==> config.mk <==
export PLATFORM = sky130hd
export DESIGN_NAME = erw_window
export DESIGN_NICKNAME = d
export VERILOG_FILES = /design/src/common/erw_pkg.sv /design/src/logic/erw_window.sv
export VERILOG_INCLUDE_DIRS = /design/src /design/src/common
export SDC_FILE = /design/constraint.sdc
export NUM_CORES = 1
export LEC_CHECK = 0
export BUFFER_PORTS_ARGS = -buffer_cell sky130_fd_sc_hd__clkbuf_2
export CAP_MARGIN = 30
export CELL_PAD_IN_SITES_DETAIL_PLACEMENT = 1
export CELL_PAD_IN_SITES_GLOBAL_PLACEMENT = 2
export CORE_ASPECT_RATIO = 1.75
export CORE_MARGIN = 5
export CORE_UTILIZATION = 28
export CTS_CLUSTER_SIZE = 30
export DETAILED_ROUTE_END_ITERATION = 6
export PLACE_DENSITY_LB_ADDON = 0.25
export SLEW_MARGIN = 20
export SYNTH_ARGS = -nofsm -noshare
export SYNTH_HDL_FRONTEND = slang
export SYNTH_SLANG_ARGS = --single-unit
==> constraint.sdc <==
create_clock -name clk -period 4.1 [get_ports clk]
set_input_delay 0.205 -clock clk [delete_from_list [all_inputs] [get_ports clk]]
set_output_delay 0.205 -clock clk [all_outputs]
set_load 0.02 [all_outputs]
==> src/common/erw_params.svh <==
`ifndef ERW_PARAMS_SVH
`define ERW_PARAMS_SVH

// ----------------------------------------------------------------------------
// register bus map (byte addresses)
// ----------------------------------------------------------------------------
`define ERW_OFS_SEL       8'h00
`define ERW_OFS_CTRL      8'h04
`define ERW_OFS_STATUS    8'h08
`define ERW_OFS_MASK      8'h0C
`define ERW_OFS_LAST      8'h10

// ----------------------------------------------------------------------------
// field positions
// ----------------------------------------------------------------------------
`define ERW_SEL_BIT       0
`define ERW_CTRL_AUXH     0
`define ERW_CTRL_AUXM     1
`define ERW_CTRL_HTRAP    2
`define ERW_CTRL_MTRAP    3
`define ERW_CTRL_GTRAP    4
`define ERW_CTRL_NS       5
`define ERW_CTRL_HEXT     6
`define ERW_EV_UNDEF      0
`define ERW_EV_TRAP_HYP   1
`define ERW_EV_TRAP_MON   2
`define ERW_EV_DONE       3

// ----------------------------------------------------------------------------
// reset values
// ----------------------------------------------------------------------------
`define ERW_RST_SEL       1'h0
`define ERW_RST_CTRL      7'h00
`define ERW_RST_MASK      4'h0

// ----------------------------------------------------------------------------
// window encodings: op0, op1, crn, crm, op2
// ----------------------------------------------------------------------------
`define ERW_ENC_PF_OP0    2'h3
`define ERW_ENC_PF_OP1    3'h0
`define ERW_ENC_PF_CRN    4'hF
`define ERW_ENC_PF_CRM    4'h2
`define ERW_ENC_CDN_OP2   3'h2
`define ERW_ENC_CTL_OP2   3'h1
`define ERW_ENC_FEAT_OP2  3'h0
`define ERW_ENC_MISC_OP0  2'h3
`define ERW_ENC_MISC_OP1  3'h0
`define ERW_ENC_MISC_CRN  4'h5
`define ERW_ENC_MISC_CRM  4'h5
`define ERW_ENC_MISC0_OP2 3'h0
`define ERW_ENC_MISC1_OP2 3'h1

// ----------------------------------------------------------------------------
// bus answers
// ----------------------------------------------------------------------------
`define ERW_RESP_OKAY     2'h0
`define ERW_RESP_SLVERR   2'h2

`endif

==> src/common/erw_pkg.sv <==
package erw_pkg;

	// ------------------------------------------------------------------------
	// privilege levels, windows and sequencer states
	// ------------------------------------------------------------------------
	typedef enum logic [1:0] {
		LVL_USER   = 2'h0,
		LVL_KERNEL = 2'h1,
		LVL_HYP    = 2'h2,
		LVL_MON    = 2'h3
	} erw_level_t;

	typedef enum logic [2:0] {
		WIN_MISC0 = 3'h0,
		WIN_MISC1 = 3'h1,
		WIN_CDN   = 3'h2,
		WIN_CTL   = 3'h3,
		WIN_FEAT  = 3'h4,
		WIN_NONE  = 3'h7
	} erw_win_t;

	typedef enum logic [1:0] {
		ST_IDLE   = 2'h0,
		ST_ISSUE  = 2'h1,
		ST_ANSWER = 2'h3
	} erw_fsm_t;

	// ------------------------------------------------------------------------
	// carriers
	// ------------------------------------------------------------------------
	typedef struct packed {
		logic        valid;
		logic        write;
		logic [1:0]  op0;
		logic [2:0]  op1;
		logic [3:0]  crn;
		logic [3:0]  crm;
		logic [2:0]  op2;
		erw_level_t  level;
		logic [63:0] wdata;
	} erw_sreq_t;

	typedef struct packed {
		logic        valid;
		logic        undef;
		logic        trap_hyp;
		logic        trap_mon;
		logic [63:0] rdata;
	} erw_sresp_t;

	typedef struct packed {
		logic        valid;
		logic        bank;
		logic        write;
		erw_win_t    idx;
		logic [63:0] wdata;
	} erw_rec_t;

	typedef struct packed {
		erw_fsm_t    fsm;
		logic        sel;
		logic [6:0]  ctrl;
		logic [3:0]  status;
		logic [3:0]  mask;
		logic [7:0]  last;
		logic        aw_got;
		logic [7:0]  aw_addr;
		logic        w_got;
		logic [31:0] w_data;
		logic [3:0]  w_strb;
		logic        bvalid;
		logic [1:0]  bresp;
		logic        rvalid;
		logic [31:0] rdata;
		logic [1:0]  rresp;
		erw_rec_t    rec;
		erw_sresp_t  resp;
	} erw_state_t;

endpackage : erw_pkg

==> src/logic/erw_window.sv <==
`timescale 1ns/1ps
`include "erw_params.svh"

module erw_window (
	input  wire logic               clk,
	input  wire logic               rst,
	input  wire logic               cold_rst,
	input  wire logic               awvalid,
	output logic                    awready,
	input  wire logic [7:0]         awaddr,
	input  wire logic               wvalid,
	output logic                    wready,
	input  wire logic [31:0]        wdata,
	input  wire logic [3:0]         wstrb,
	output logic                    bvalid,
	input  wire logic               bready,
	output logic [1:0]              bresp,
	input  wire logic               arvalid,
	output logic                    arready,
	input  wire logic [7:0]         araddr,
	output logic                    rvalid,
	input  wire logic               rready,
	output logic [31:0]             rdata,
	output logic [1:0]              rresp,
	input  wire erw_pkg::erw_sreq_t sreq,
	output logic                    sreq_ready,
	output erw_pkg::erw_sresp_t     sresp,
	output erw_pkg::erw_rec_t       rec,
	input  wire logic [63:0]        rec0_rdata,
	input  wire logic [63:0]        rec1_rdata,
	output logic                    irq
);

	// ------------------------------------------------------------------------
	// helpers
	// ------------------------------------------------------------------------

	// map a system-register encoding onto a window
	function automatic erw_pkg::erw_win_t win_decode(input erw_pkg::erw_sreq_t r);
		erw_pkg::erw_win_t w;
		w = erw_pkg::WIN_NONE;
		if (r.op0 == `ERW_ENC_PF_OP0 && r.op1 == `ERW_ENC_PF_OP1 &&
		    r.crn == `ERW_ENC_PF_CRN && r.crm == `ERW_ENC_PF_CRM) begin
			if (r.op2 == `ERW_ENC_CDN_OP2)
				w = erw_pkg::WIN_CDN;
			else if (r.op2 == `ERW_ENC_CTL_OP2)
				w = erw_pkg::WIN_CTL;
			else if (r.op2 == `ERW_ENC_FEAT_OP2)
				w = erw_pkg::WIN_FEAT;
		end else if (r.op0 == `ERW_ENC_MISC_OP0 && r.op1 == `ERW_ENC_MISC_OP1 &&
		             r.crn == `ERW_ENC_MISC_CRN && r.crm == `ERW_ENC_MISC_CRM) begin
			if (r.op2 == `ERW_ENC_MISC0_OP2)
				w = erw_pkg::WIN_MISC0;
			else if (r.op2 == `ERW_ENC_MISC1_OP2)
				w = erw_pkg::WIN_MISC1;
		end
		return w;
	endfunction : win_decode

	// merge a strobed bus write into a narrow register
	function automatic logic [31:0] strobe_merge(input logic [31:0] old_v,
	                                             input logic [31:0] new_v,
	                                             input logic [3:0]  strb);
		logic [31:0] v;
		v = old_v;
		for (int b = 0; b < 4; b++) begin
			if (strb[b])
				v[b*8 +: 8] = new_v[b*8 +: 8];
		end
		return v;
	endfunction : strobe_merge

	// ------------------------------------------------------------------------
	// state
	// ------------------------------------------------------------------------
	erw_pkg::erw_state_t s_q;
	erw_pkg::erw_state_t s_d;

	erw_pkg::erw_win_t   win;
	logic                pf_win;
	logic                reach;
	logic                undef_c;
	logic                thyp_c;
	logic                tmon_c;
	logic                sel_eff;
	logic                sel_wr;
	logic [31:0]         wr_val;
	logic [31:0]         rd_val;
	logic                rd_hit;
	logic                wr_hit;
	logic [3:0]          events;

	// ------------------------------------------------------------------------
	// access decode and permission
	// ------------------------------------------------------------------------

	// permission never looks at the host-extension bit
	always_comb begin
		win     = win_decode(sreq);
		pf_win  = (win == erw_pkg::WIN_CDN) || (win == erw_pkg::WIN_CTL) || (win == erw_pkg::WIN_FEAT);
		reach   = 1'b0;
		undef_c = 1'b0;
		thyp_c  = 1'b0;
		tmon_c  = 1'b0;
		unique case (sreq.level)
			erw_pkg::LVL_USER: begin
				undef_c = 1'b1;
			end
			erw_pkg::LVL_KERNEL: begin
				reach = s_q.ctrl[`ERW_CTRL_AUXH] && s_q.ctrl[`ERW_CTRL_AUXM];
				// kernel level does not exist under general trapping in the non-secure state
				if (s_q.ctrl[`ERW_CTRL_NS] && s_q.ctrl[`ERW_CTRL_GTRAP])
					reach = 1'b0;
			end
			erw_pkg::LVL_HYP: begin
				reach = s_q.ctrl[`ERW_CTRL_AUXM] && s_q.ctrl[`ERW_CTRL_NS];
			end
			erw_pkg::LVL_MON: begin
				reach = 1'b1;
			end
		endcase
		if (win == erw_pkg::WIN_NONE)
			undef_c = 1'b1;
		else if (!pf_win)
			undef_c = undef_c; // misc windows: only user level refused
		else if (!reach)
			undef_c = 1'b1;
		if (win == erw_pkg::WIN_FEAT && sreq.write)
			undef_c = 1'b1;
		// the hypervisor trap outranks the monitor trap
		if (!undef_c && pf_win && sreq.level == erw_pkg::LVL_KERNEL &&
		    s_q.ctrl[`ERW_CTRL_NS] && s_q.ctrl[`ERW_CTRL_HTRAP])
			thyp_c = 1'b1;
		else if (!undef_c && pf_win && (sreq.level == erw_pkg::LVL_KERNEL ||
		         sreq.level == erw_pkg::LVL_HYP) && s_q.ctrl[`ERW_CTRL_MTRAP])
			tmon_c = 1'b1;
	end

	// a selector write landing this cycle already steers a window access taken now
	assign sel_wr  = s_q.aw_got && s_q.w_got && !s_q.bvalid && s_q.aw_addr == `ERW_OFS_SEL && s_q.w_strb[0];
	assign sel_eff = sel_wr ? s_q.w_data[`ERW_SEL_BIT] : s_q.sel;

	// ------------------------------------------------------------------------
	// register read mux
	// ------------------------------------------------------------------------
	always_comb begin
		rd_hit = 1'b1;
		rd_val = 32'h0000_0000;
		unique case (araddr)
			`ERW_OFS_SEL:    rd_val = {31'h0000_0000, s_q.sel};
			`ERW_OFS_CTRL:   rd_val = {25'h000_0000, s_q.ctrl};
			`ERW_OFS_STATUS: rd_val = {28'h000_0000, s_q.status};
			`ERW_OFS_MASK:   rd_val = {28'h000_0000, s_q.mask};
			`ERW_OFS_LAST:   rd_val = {24'h00_0000, s_q.last};
			default:         rd_hit = 1'b0;
		endcase
	end

	// ------------------------------------------------------------------------
	// next state
	// ------------------------------------------------------------------------
	always_comb begin
		s_d    = s_q;
		events = 4'h0;
		wr_val = 32'h0000_0000;
		wr_hit = 1'b0;

		// bus write: address and data taken in either order
		if (awvalid && awready) begin
			s_d.aw_got  = 1'b1;
			s_d.aw_addr = awaddr;
		end
		if (wvalid && wready) begin
			s_d.w_got  = 1'b1;
			s_d.w_data = wdata;
			s_d.w_strb = wstrb;
		end
		if (s_q.aw_got && s_q.w_got && !s_q.bvalid) begin
			s_d.aw_got = 1'b0;
			s_d.w_got  = 1'b0;
			s_d.bvalid = 1'b1;
			s_d.bresp  = `ERW_RESP_OKAY;
			unique case (s_q.aw_addr)
				`ERW_OFS_SEL: begin
					wr_val = strobe_merge({31'h0000_0000, s_q.sel}, s_q.w_data, s_q.w_strb);
					s_d.sel = wr_val[`ERW_SEL_BIT];
				end
				`ERW_OFS_CTRL: begin
					wr_val = strobe_merge({25'h000_0000, s_q.ctrl}, s_q.w_data, s_q.w_strb);
					s_d.ctrl = wr_val[6:0];
				end
				`ERW_OFS_STATUS: begin
					wr_val = strobe_merge(32'h0000_0000, s_q.w_data, s_q.w_strb);
					wr_hit = 1'b1;
				end
				`ERW_OFS_MASK: begin
					wr_val = strobe_merge({28'h000_0000, s_q.mask}, s_q.w_data, s_q.w_strb);
					s_d.mask = wr_val[3:0];
				end
				`ERW_OFS_LAST: s_d.bresp = `ERW_RESP_SLVERR;
				default:       s_d.bresp = `ERW_RESP_SLVERR;
			endcase
		end
		if (s_q.bvalid && bready)
			s_d.bvalid = 1'b0;

		// bus read
		if (arvalid && arready) begin
			s_d.rvalid = 1'b1;
			s_d.rdata  = rd_val;
			s_d.rresp  = rd_hit ? `ERW_RESP_OKAY : `ERW_RESP_SLVERR;
		end else if (s_q.rvalid && rready) begin
			s_d.rvalid = 1'b0;
		end

		// window access sequencer
		unique case (s_q.fsm)
			erw_pkg::ST_IDLE: begin
				s_d.rec.valid  = 1'b0;
				s_d.resp.valid = 1'b0;
				if (sreq.valid) begin
					s_d.resp.undef    = undef_c;
					s_d.resp.trap_hyp = thyp_c;
					s_d.resp.trap_mon = tmon_c;
					s_d.resp.rdata    = 64'h0000_0000_0000_0000;
					s_d.last          = {sel_eff, sreq.write, win, undef_c, thyp_c, tmon_c};
					events[`ERW_EV_UNDEF]    = undef_c;
					events[`ERW_EV_TRAP_HYP] = thyp_c;
					events[`ERW_EV_TRAP_MON] = tmon_c;
					if (undef_c || thyp_c || tmon_c) begin
						s_d.resp.valid = 1'b1;
						s_d.fsm        = erw_pkg::ST_ANSWER;
					end else begin
						s_d.rec.valid = 1'b1;
						s_d.rec.bank  = sel_eff;
						s_d.rec.write = sreq.write;
						s_d.rec.idx   = win;
						s_d.rec.wdata = sreq.wdata;
						s_d.fsm       = erw_pkg::ST_ISSUE;
					end
				end
			end
			erw_pkg::ST_ISSUE: begin
				// record banks answer combinationally while the request stands
				s_d.rec.valid  = 1'b0;
				s_d.resp.valid = 1'b1;
				if (!s_q.rec.write)
					s_d.resp.rdata = s_q.rec.bank ? rec1_rdata : rec0_rdata;
				events[`ERW_EV_DONE] = 1'b1;
				s_d.fsm = erw_pkg::ST_ANSWER;
			end
			erw_pkg::ST_ANSWER: begin
				s_d.resp.valid = 1'b0;
				s_d.fsm        = erw_pkg::ST_IDLE;
			end
			default: begin
				s_d.fsm = erw_pkg::ST_IDLE;
			end
		endcase

		// sticky status: a new event wins over a write-one clear
		s_d.status = (s_q.status & ~(wr_hit ? wr_val[3:0] : 4'h0)) | events;

		// warm reset keeps the selector; only cold reset clears it
		if (rst || cold_rst) begin
			s_d        = '0;
			s_d.fsm    = erw_pkg::ST_IDLE;
			s_d.ctrl   = `ERW_RST_CTRL;
			s_d.mask   = `ERW_RST_MASK;
			s_d.sel    = cold_rst ? `ERW_RST_SEL : s_q.sel;
		end
	end

	// ------------------------------------------------------------------------
	// state register
	// ------------------------------------------------------------------------
	always_ff @(posedge clk) begin
		s_q <= s_d;
	end

	// ------------------------------------------------------------------------
	// outputs
	// ------------------------------------------------------------------------
	// write ready terms stay low while a write waits for its answer, to keep one in flight
	assign awready    = !s_q.aw_got && !s_q.bvalid;
	assign wready     = !s_q.w_got && !s_q.bvalid;
	assign bvalid     = s_q.bvalid;
	assign bresp      = s_q.bresp;
	assign arready    = !s_q.rvalid;
	assign rvalid     = s_q.rvalid;
	assign rdata      = s_q.rdata;
	assign rresp      = s_q.rresp;
	assign sreq_ready = s_q.fsm == erw_pkg::ST_IDLE;
	assign sresp      = s_q.resp;
	assign rec        = s_q.rec;
	assign irq        = |(s_q.status & s_q.mask);

endmodule : erw_window

==> metrics.md, run 1 <==
| Metric | Value |
|---|---|
| Met3 usage | `0.0471` |
| Pre-CTS WS | `about 1.3 ns` |
| Met1 usage | `0.166` |
| Highest clock rate | `0.412 GHz` |
| All-Layer GR Usage | `0.160` |
| Worst r2r dst | `rec[37]$_SDFFE_PP0P_` |
| Combinational power share | `0.108` |
| Max_cap viols | `0` |
| RSZ-0062 raised after global routing | `no` |
| Most frequent cells in the layout | `clkbuf_2, dfxtp_1, nand2_1, mux2i_1, a21oi_1` |
| Worst-path clk slew | `roughly 0.070 ns` |
| First-pass GRT wire length | `48.4 mm` |
| Die ar. | `38500 µm²` |
| CTS Buffer Depth | `2` |
| IO Pins | `roughly 450` |
| Commonest non-fill, non-tap cell in the layout | `clkbuf_2` |
| Vias in the first global route | `between 8000 and 9000` |
| Post-route setup slack | `around 1.7 ns` |
| Num CTS Buffers | `17` |
| Seq cells post-synth | `between 150 and 200` |
| Non-filler cells, final | `1909` |
| Dpl hpwl | `24.4 mm` |
| Compound-Gate Fraction of Synth Area | `0.0860` |
| CTS tree | `built` |
| Antenna fix cells | `0` |
| Clock insertion delay at the later pin of the skew report | `between 0.4 and 0.5 ns` |
| Vias per Instance | `about 4.5` |
| Slew HR | `0.345` |
| Crit. End Element | `register` |
| Synth unique cells | `56` |
| Clk_skew | `~0.012 ns` |
| Via Count | `about 8500` |
| Horiz. Die Dim | `~150 µm` |
| Met2 Use GR | `0.303` |
| CTS root buffer | `clkbuf_16` |
| HP Class | `input pin to register` |
| Layout cell share with drive strength beyond 1 | `0.314` |
| Setup crit end | `rec[37]$_SDFFE_PP0P_` |
| Global route overflow | `0` |
| Worst EP arrival | `~2.8 ns` |
| Pint | `roughly 3.1 mW` |
| Initial DRC Count | `roughly 210` |
| H-tree levels | `4` |
| Clock share of power | `0.434` |
| PostCTS Resize Cnt | `0` |
| TNS Setup | `0 ns` |
| Lkg Pwr | `5.55 nW` |
| Post-synth ARST share | `0` |
| Post-synth top flop | `dfxtp_1` |
| Syn Std Cell Area | `approximately 9700 µm²` |
| Mux contribution to synthesized area | `0.155` |
| Router iterations before antenna repair | `7` |
| Row count | `90` |
| DR DRC count | `0` |
| Sw power | `approximately 1.0 mW` |
| NumNets Final | `1712` |
| Largest net degree at the start of global routing | `88` |
| Sw Ratio | `0.254` |
| Clock Sinks | `191` |
| Final Cycle Share | `0.592` |
| Count of warnings emitted by yosys | `0` |
| Post-CTS Setup Inserts | `0` |
| Cells after Synth | `about 1100` |
| Post-Synth Adder-Cell Area | `0.00517` |
| Post-route minimum period | `approximately 2.4 ns` |
| CP max FO | `53` |
| Number of flops mapped to enable cells by yosys | `1` |
| Core area | `34300 µm²` |
| Reg2reg path depth | `6` |
| Initial Utilization | `0.282` |
| ANT nets after route | `0` |
| Avg Inst Size Synth | `between 8 and 9 µm²` |
| Final core occ | `0.358` |
| Top Usage Layer GRT | `met2` |
| Post-Synth XOR/XNOR Area | `0.000905` |
| Flop pwr share | `0.458` |
| Cells after DPL | `around 1800` |
| Worst slew pin tran | `just under 1 ns` |
| Biggest area consumer among synthesized cells | `dfxtp_1` |
| WHS | `approximately 0.056 ns` |
| Largest family of logic cells by synthesized area | `simple AND/OR/NAND/NOR gates` |
| Maximum vdd drop | `between 300 and 400 µV` |
| Critical path class | `register to register` |
| Final wirelength | `31.9 mm` |
| Drt wl/cell | `between 15 and 20 µm` |
| Final Hold Vio Count | `0` |
| Simple-Gate Fraction of Synth Area | `0.187` |
| # setup viols final | `0` |
| Placer Congestion | `between 0.7 and 0.8` |
| Die Y | `about 260 µm` |
| Share of the synthesized area in the top cell type | `0.393` |
| CP Data Required Time | `4.46 ns` |
| Top cells by area, synth | `dfxtp_1, mux2i_1, buf_4` |
| Seq/Total Area, Yosys | `0.396` |
| Initial antenna violation count | `0` |
| Syn-to-layout area delta | `27.2%` |
| Startpoint Class | `register` |
| Status | `completed` |
| Power per cell area | `about 330 nW/µm²` |
| Fillers | `between 4000 and 5000` |
| IO buf count | `approximately 400` |
| FF-to-FF setup slack | `around 1.7 ns` |
| Final Slew Violations | `0` |
[power groups by stage]
stage | clock network, mW | registers, mW | logic (mW)
6_report | 1.79 | 1.89 | 0.446
5_1_grt | 1.94 | 1.89 | 0.497
4_1_cts | 1.88 | 1.89 | 0.455
3_5_place_dp | 0 | 1.93 | 0.390
3_3_place_gp | 0 | 1.93 | 0.386
2_1_floorplan | 0 | 1.93 | 0.230
[per-stage QoR]
step | power [mW] | instance area (µm²)
floorplan | 2.16 | 9770
global placement | 2.32 | 10900
detailed placement | 2.32 | 10900
CTS | 4.23 | 12300
global route | 4.33 | 12300
finish | 4.12 | 12300
[metal layers]
| metal | vias up | part of all wire |
|---|---|---|
| li1 | 4247 | - |
| met5 | - | 0 |
| met4 | 0 | 0.017 |
| met1 | 3942 | 0.38 |
| met3 | 24 | 0.073 |
| met2 | 284 | 0.53 |
[synthesized netlist by cell type, drive strengths merged, types with 2 or more instances]
library cell / instances
a211oi: 6
a21o: 2
a21oi: 99
a221oi: 2
a22oi: 6
a31oi: 2
and2: 5
and3: 2
and3b: 2
buf: 181
clkbuf: 63
dfxtp: 190
ha: 4
inv: 10
mux2: 3
mux2i: 146
nand2: 188
nand2b: 5
nand3: 2
nand3b: 4
nand4: 2
nand4b: 2
nor2: 94
nor2b: 5
nor3: 72
nor4: 5
nor4b: 3
o2111ai: 2
o211ai: 3
o21a: 3
o21ai: 14
o31a: 2
or3b: 3
or4: 4
[registers in the layout, summed over array words and instances, names as in the netlist, named ones only]
| name | count |
|---|---|
| sresp | 65 |
| rvalid | 1 |
| s_q | 41 |
| rresp | 1 |
| rdata | 8 |
| bresp | 1 |
| bvalid | 1 |
| rec | 70 |
[worst max-delay path, cell delays in order (launching register included)]
cell and delay, ns:
dfxtp_1 0.42, and2_0 0.16, o21ai_0 0.21, a2111o_1 0.49, o211ai_4 0.35, buf_12 0.39
mux2i_1 0.27
[layout make-up]
class,count,area [µm²],area share
Multi-Input combinational cell,729,4320,0.351
Timing Repair Buffer,487,2900,0.236
Tap cell,460,576,0.0468
Clock inverter,11,141,0.0115
Sequential cell,191,3840,0.312
Inverter,10,37.5,0.00305
Clock buffer,21,492,0.0400
[what timing repair did]
| action | 4_1_cts | 5_1_grt |
|---|---|---|
| setup endpoints to repair | 0 | 0 |
| endpoints found under the hold margin | 80 | 0 |
| hold buffers | 81 | 0 |
[worst min path at each step]
| stage | startpoint | to | cells past startpoint |
|---|---|---|---|
| after detailed placement | rready | rvalid$_SDFFE_PP0P_ | 2 |
| after CTS | wdata[5] | s_q[185]$_SDFFE_PP0P_ | 3 |
| after global placement | rready | rvalid$_SDFFE_PP0P_ | 2 |
| after floorplan | rready | rvalid$_SDFFE_PP0P_ | 1 |
| final | wdata[5] | s_q[185]$_SDFFE_PP0P_ | 3 |
| after global routing | wdata[5] | s_q[185]$_SDFFE_PP0P_ | 3 |
[cells by family (layout without fill, tap and decap cells)]
kind of cell	count (synthesis)	in the layout
buf+inv	254	529
mux	149	149
compound gates	145	145
flops	191	191
fa+ha+maj	4	4
xor+xnor	1	1
simple gates	404	404
other cells	1	26
Note: power is estimated with default switching activity, not from simulation.
==> run 2, diff against run 1 <==
Settings changed: CORE_UTILIZATION 28 to 23.
Clock period 4.1 ns to 2.14 ns, I/O delays scaled along.
==> metrics.md, run 2 (synthesis gave the netlist of run 1 again) <==
| Metric | Value |
|---|---|
| TNS Setup | `0 ns (unchanged)` |
| WHS | `0.0514 ns (-0.00437 ns)` |
| Crit. End Element | `register` |
| Clock insertion delay at the later pin of the skew report | `0.45 ns (about the same)` |
| Worst slew pin tran | `0.628 ns (-0.354 ns)` |
| Initial DRC Count | `236 (+11%)` |
| All-Layer GR Usage | `0.144 (-0.0161)` |
| IO Pins | `453 (unchanged)` |
| Status | `completed` |
| IO buf count | `398 (unchanged)` |
| Horiz. Die Dim | `165 µm (+9.6%)` |
| Global route overflow | `0 (unchanged)` |
| Row count | `99 (+10%)` |
| Placer Congestion | `0.731 (-1.7%)` |
| Largest net degree at the start of global routing | `68 (-23%)` |
| Drt wl/cell | `16.9 µm (+1.4%)` |
| Most frequent cells in the layout | `clkbuf_2, dfxtp_1, nand2_1, mux2i_1, a21oi_1` |
| Die ar. | `46400 µm² (+21%)` |
| Commonest non-fill, non-tap cell in the layout | `clkbuf_2` |
| Post-route minimum period | `1.99 ns (-0.439 ns)` |
| Core area | `41600 µm² (+21%)` |
| CP Data Required Time | `2.52 ns (-1.94 ns)` |
| Num CTS Buffers | `17 (unchanged)` |
| Initial antenna violation count | `1 (+1)` |
| Largest register FFs | `70 (unchanged)` |
| Worst-path clk slew | `0.08 ns (about the same)` |
| Vias per Instance | `4.25 (-4.5%)` |
| Cells after DPL | `1927 (+7.3%)` |
| Multi-input combinational cell area | `4320 µm² (unchanged)` |
| Dpl hpwl | `27.5 mm (+13%)` |
| ANT nets after route | `0 (unchanged)` |
| CP max FO | `25 (-53%)` |
| Die Y | `281 µm (+9.9%)` |
| Placed cell area | `11300 µm² (+4.3%)` |
| Via Count | `8694 (+2.3%)` |
| Final Power | `7.76 mW (+88%)` |
| Syn-to-layout area delta | `31.9%` |
| NumNets Final | `1752 (+2.3%)` |
| Startpoint Class | `register` |
| H-tree levels | `4 (unchanged)` |
| Final wirelength | `34.6 mm (+8.6%)` |
| RSZ-0062 raised after global routing | `no` |
| Max_cap viols | `0 (unchanged)` |
| Layout cell share with drive strength beyond 1 | `0.330 (+0.0157)` |
| Final Slew Violations | `0 (unchanged)` |
| Highest clock rate | `0.503 GHz (+22%)` |
| Non-filler cells, final | `2045 (+7.1%)` |
| Fillers | `5112 (+22%)` |
| # setup viols final | `0 (unchanged)` |
| DR DRC count | `0 (unchanged)` |
| Clock Sinks | `191 (unchanged)` |
| Final Cycle Share | `0.930 (+0.337)` |
| Lkg Pwr | `5.75 nW (+3.6%)` |
| Final Hold Vio Count | `0 (unchanged)` |
| Power per cell area | `608 nW/µm² (+82%)` |
| CTS Buffer Depth | `2 (unchanged)` |
| Worst EP arrival | `2.37 ns (-0.42 ns)` |
| Slew HR | `0.581 (+0.235)` |
| CTS root buffer | `clkbuf_16` |
| Router iterations before antenna repair | `4 (-3)` |
| First-pass GRT wire length | `51.6 mm (+6.5%)` |
| Critical path class | `register to register` |
| Initial Utilization | `0.232 (-0.0492)` |
| HP Class | `input pin to register` |
| Vias in the first global route | `9118 (+2.0%)` |
| Clk_skew | `0.0157 ns (+0.00318 ns)` |
| Register area | `3840 µm² (unchanged)` |
| CTS tree | `built` |
| Maximum vdd drop | `440 µV (+47%)` |
| Final instance area | `12800 µm² (+3.7%)` |
-- run 2: worst max-delay path, stage by stage, from the launching register on --
cell,delay (ns)
dfxtp_1,0.42
and3_1,0.25
a21oi_1,0.09
a2111o_1,0.49
o211ai_4,0.17
buf_12,0.26
mux2i_1,0.22
-- run 2: per-stage QoR --
stage,setup slack (ns),utilization
6_report,0.151,0.307
2_1_floorplan,0.0530,-
3_3_place_gp,-0.166,0.272
4_1_cts,0.111,0.307
3_5_place_dp,-0.176,0.272
5_1_grt,0.0110,0.307
-- run 2: report_power, final --
part | switching [mW] | internal, mW | total (mW)
combinational | 0.503 | 0.425 | 0.928
clock | 1.63 | 1.59 | 3.22
sequential | 0.0273 | 3.59 | 3.61
total | 2.16 | 5.60 | 7.76
-- run 2: timing repair --
| action | 4_1_cts | 5_1_grt |
|---|---|---|
| hold buffers | 85 | 0 |
| setup buffers | 0 | 0 |
| gates resized for setup | 0 | 0 |
| endpoints found under the hold margin | 86 | 0 |
-- run 2: layout make-up --
| class | count | area share |
|---|---|---|
| well taps | 555 | 0.0544 |
| diodes | 1 | 0.000196 |
| clock inverters | 14 | 0.0112 |
| flip-flops and latches | 191 | 0.301 |
| repair buffers | 527 | 0.258 |
| clock buffers | 18 | 0.0344 |
| multi-input cells | 729 | 0.339 |
| inverters | 10 | 0.00294 |
-- run 2: worst paths after layout --
kind | startpoint | to | slack (ns) | cells after the start
worst max-delay path | register | rec[45]$_SDFFE_PP0P_ | 0.15 | 6
worst min-delay path | cold_rst | s_q[245]$_SDFFCE_PP0P_ | 0.05 | 2
worst max register to register | register | rec[45]$_SDFFE_PP0P_ | 0.15 | 6
worst min register to register | s_q[218]$_SDFFE_PP0P_ | s_q[218]$_SDFFE_PP0P_ | 0.46 | 2
-- run 2: metal layers --
| layer | GRT usage | share of wire | wire, µm |
|---|---|---|---|
| met1 | 0.151 | 0.37 | 12700 |
| met2 | 0.272 | 0.54 | 18700 |
| met3 | 0.0440 | 0.075 | 2590 |
| met4 | 0.0420 | 0.017 | 585 |
| met5 | 0 | 0 | 0 |
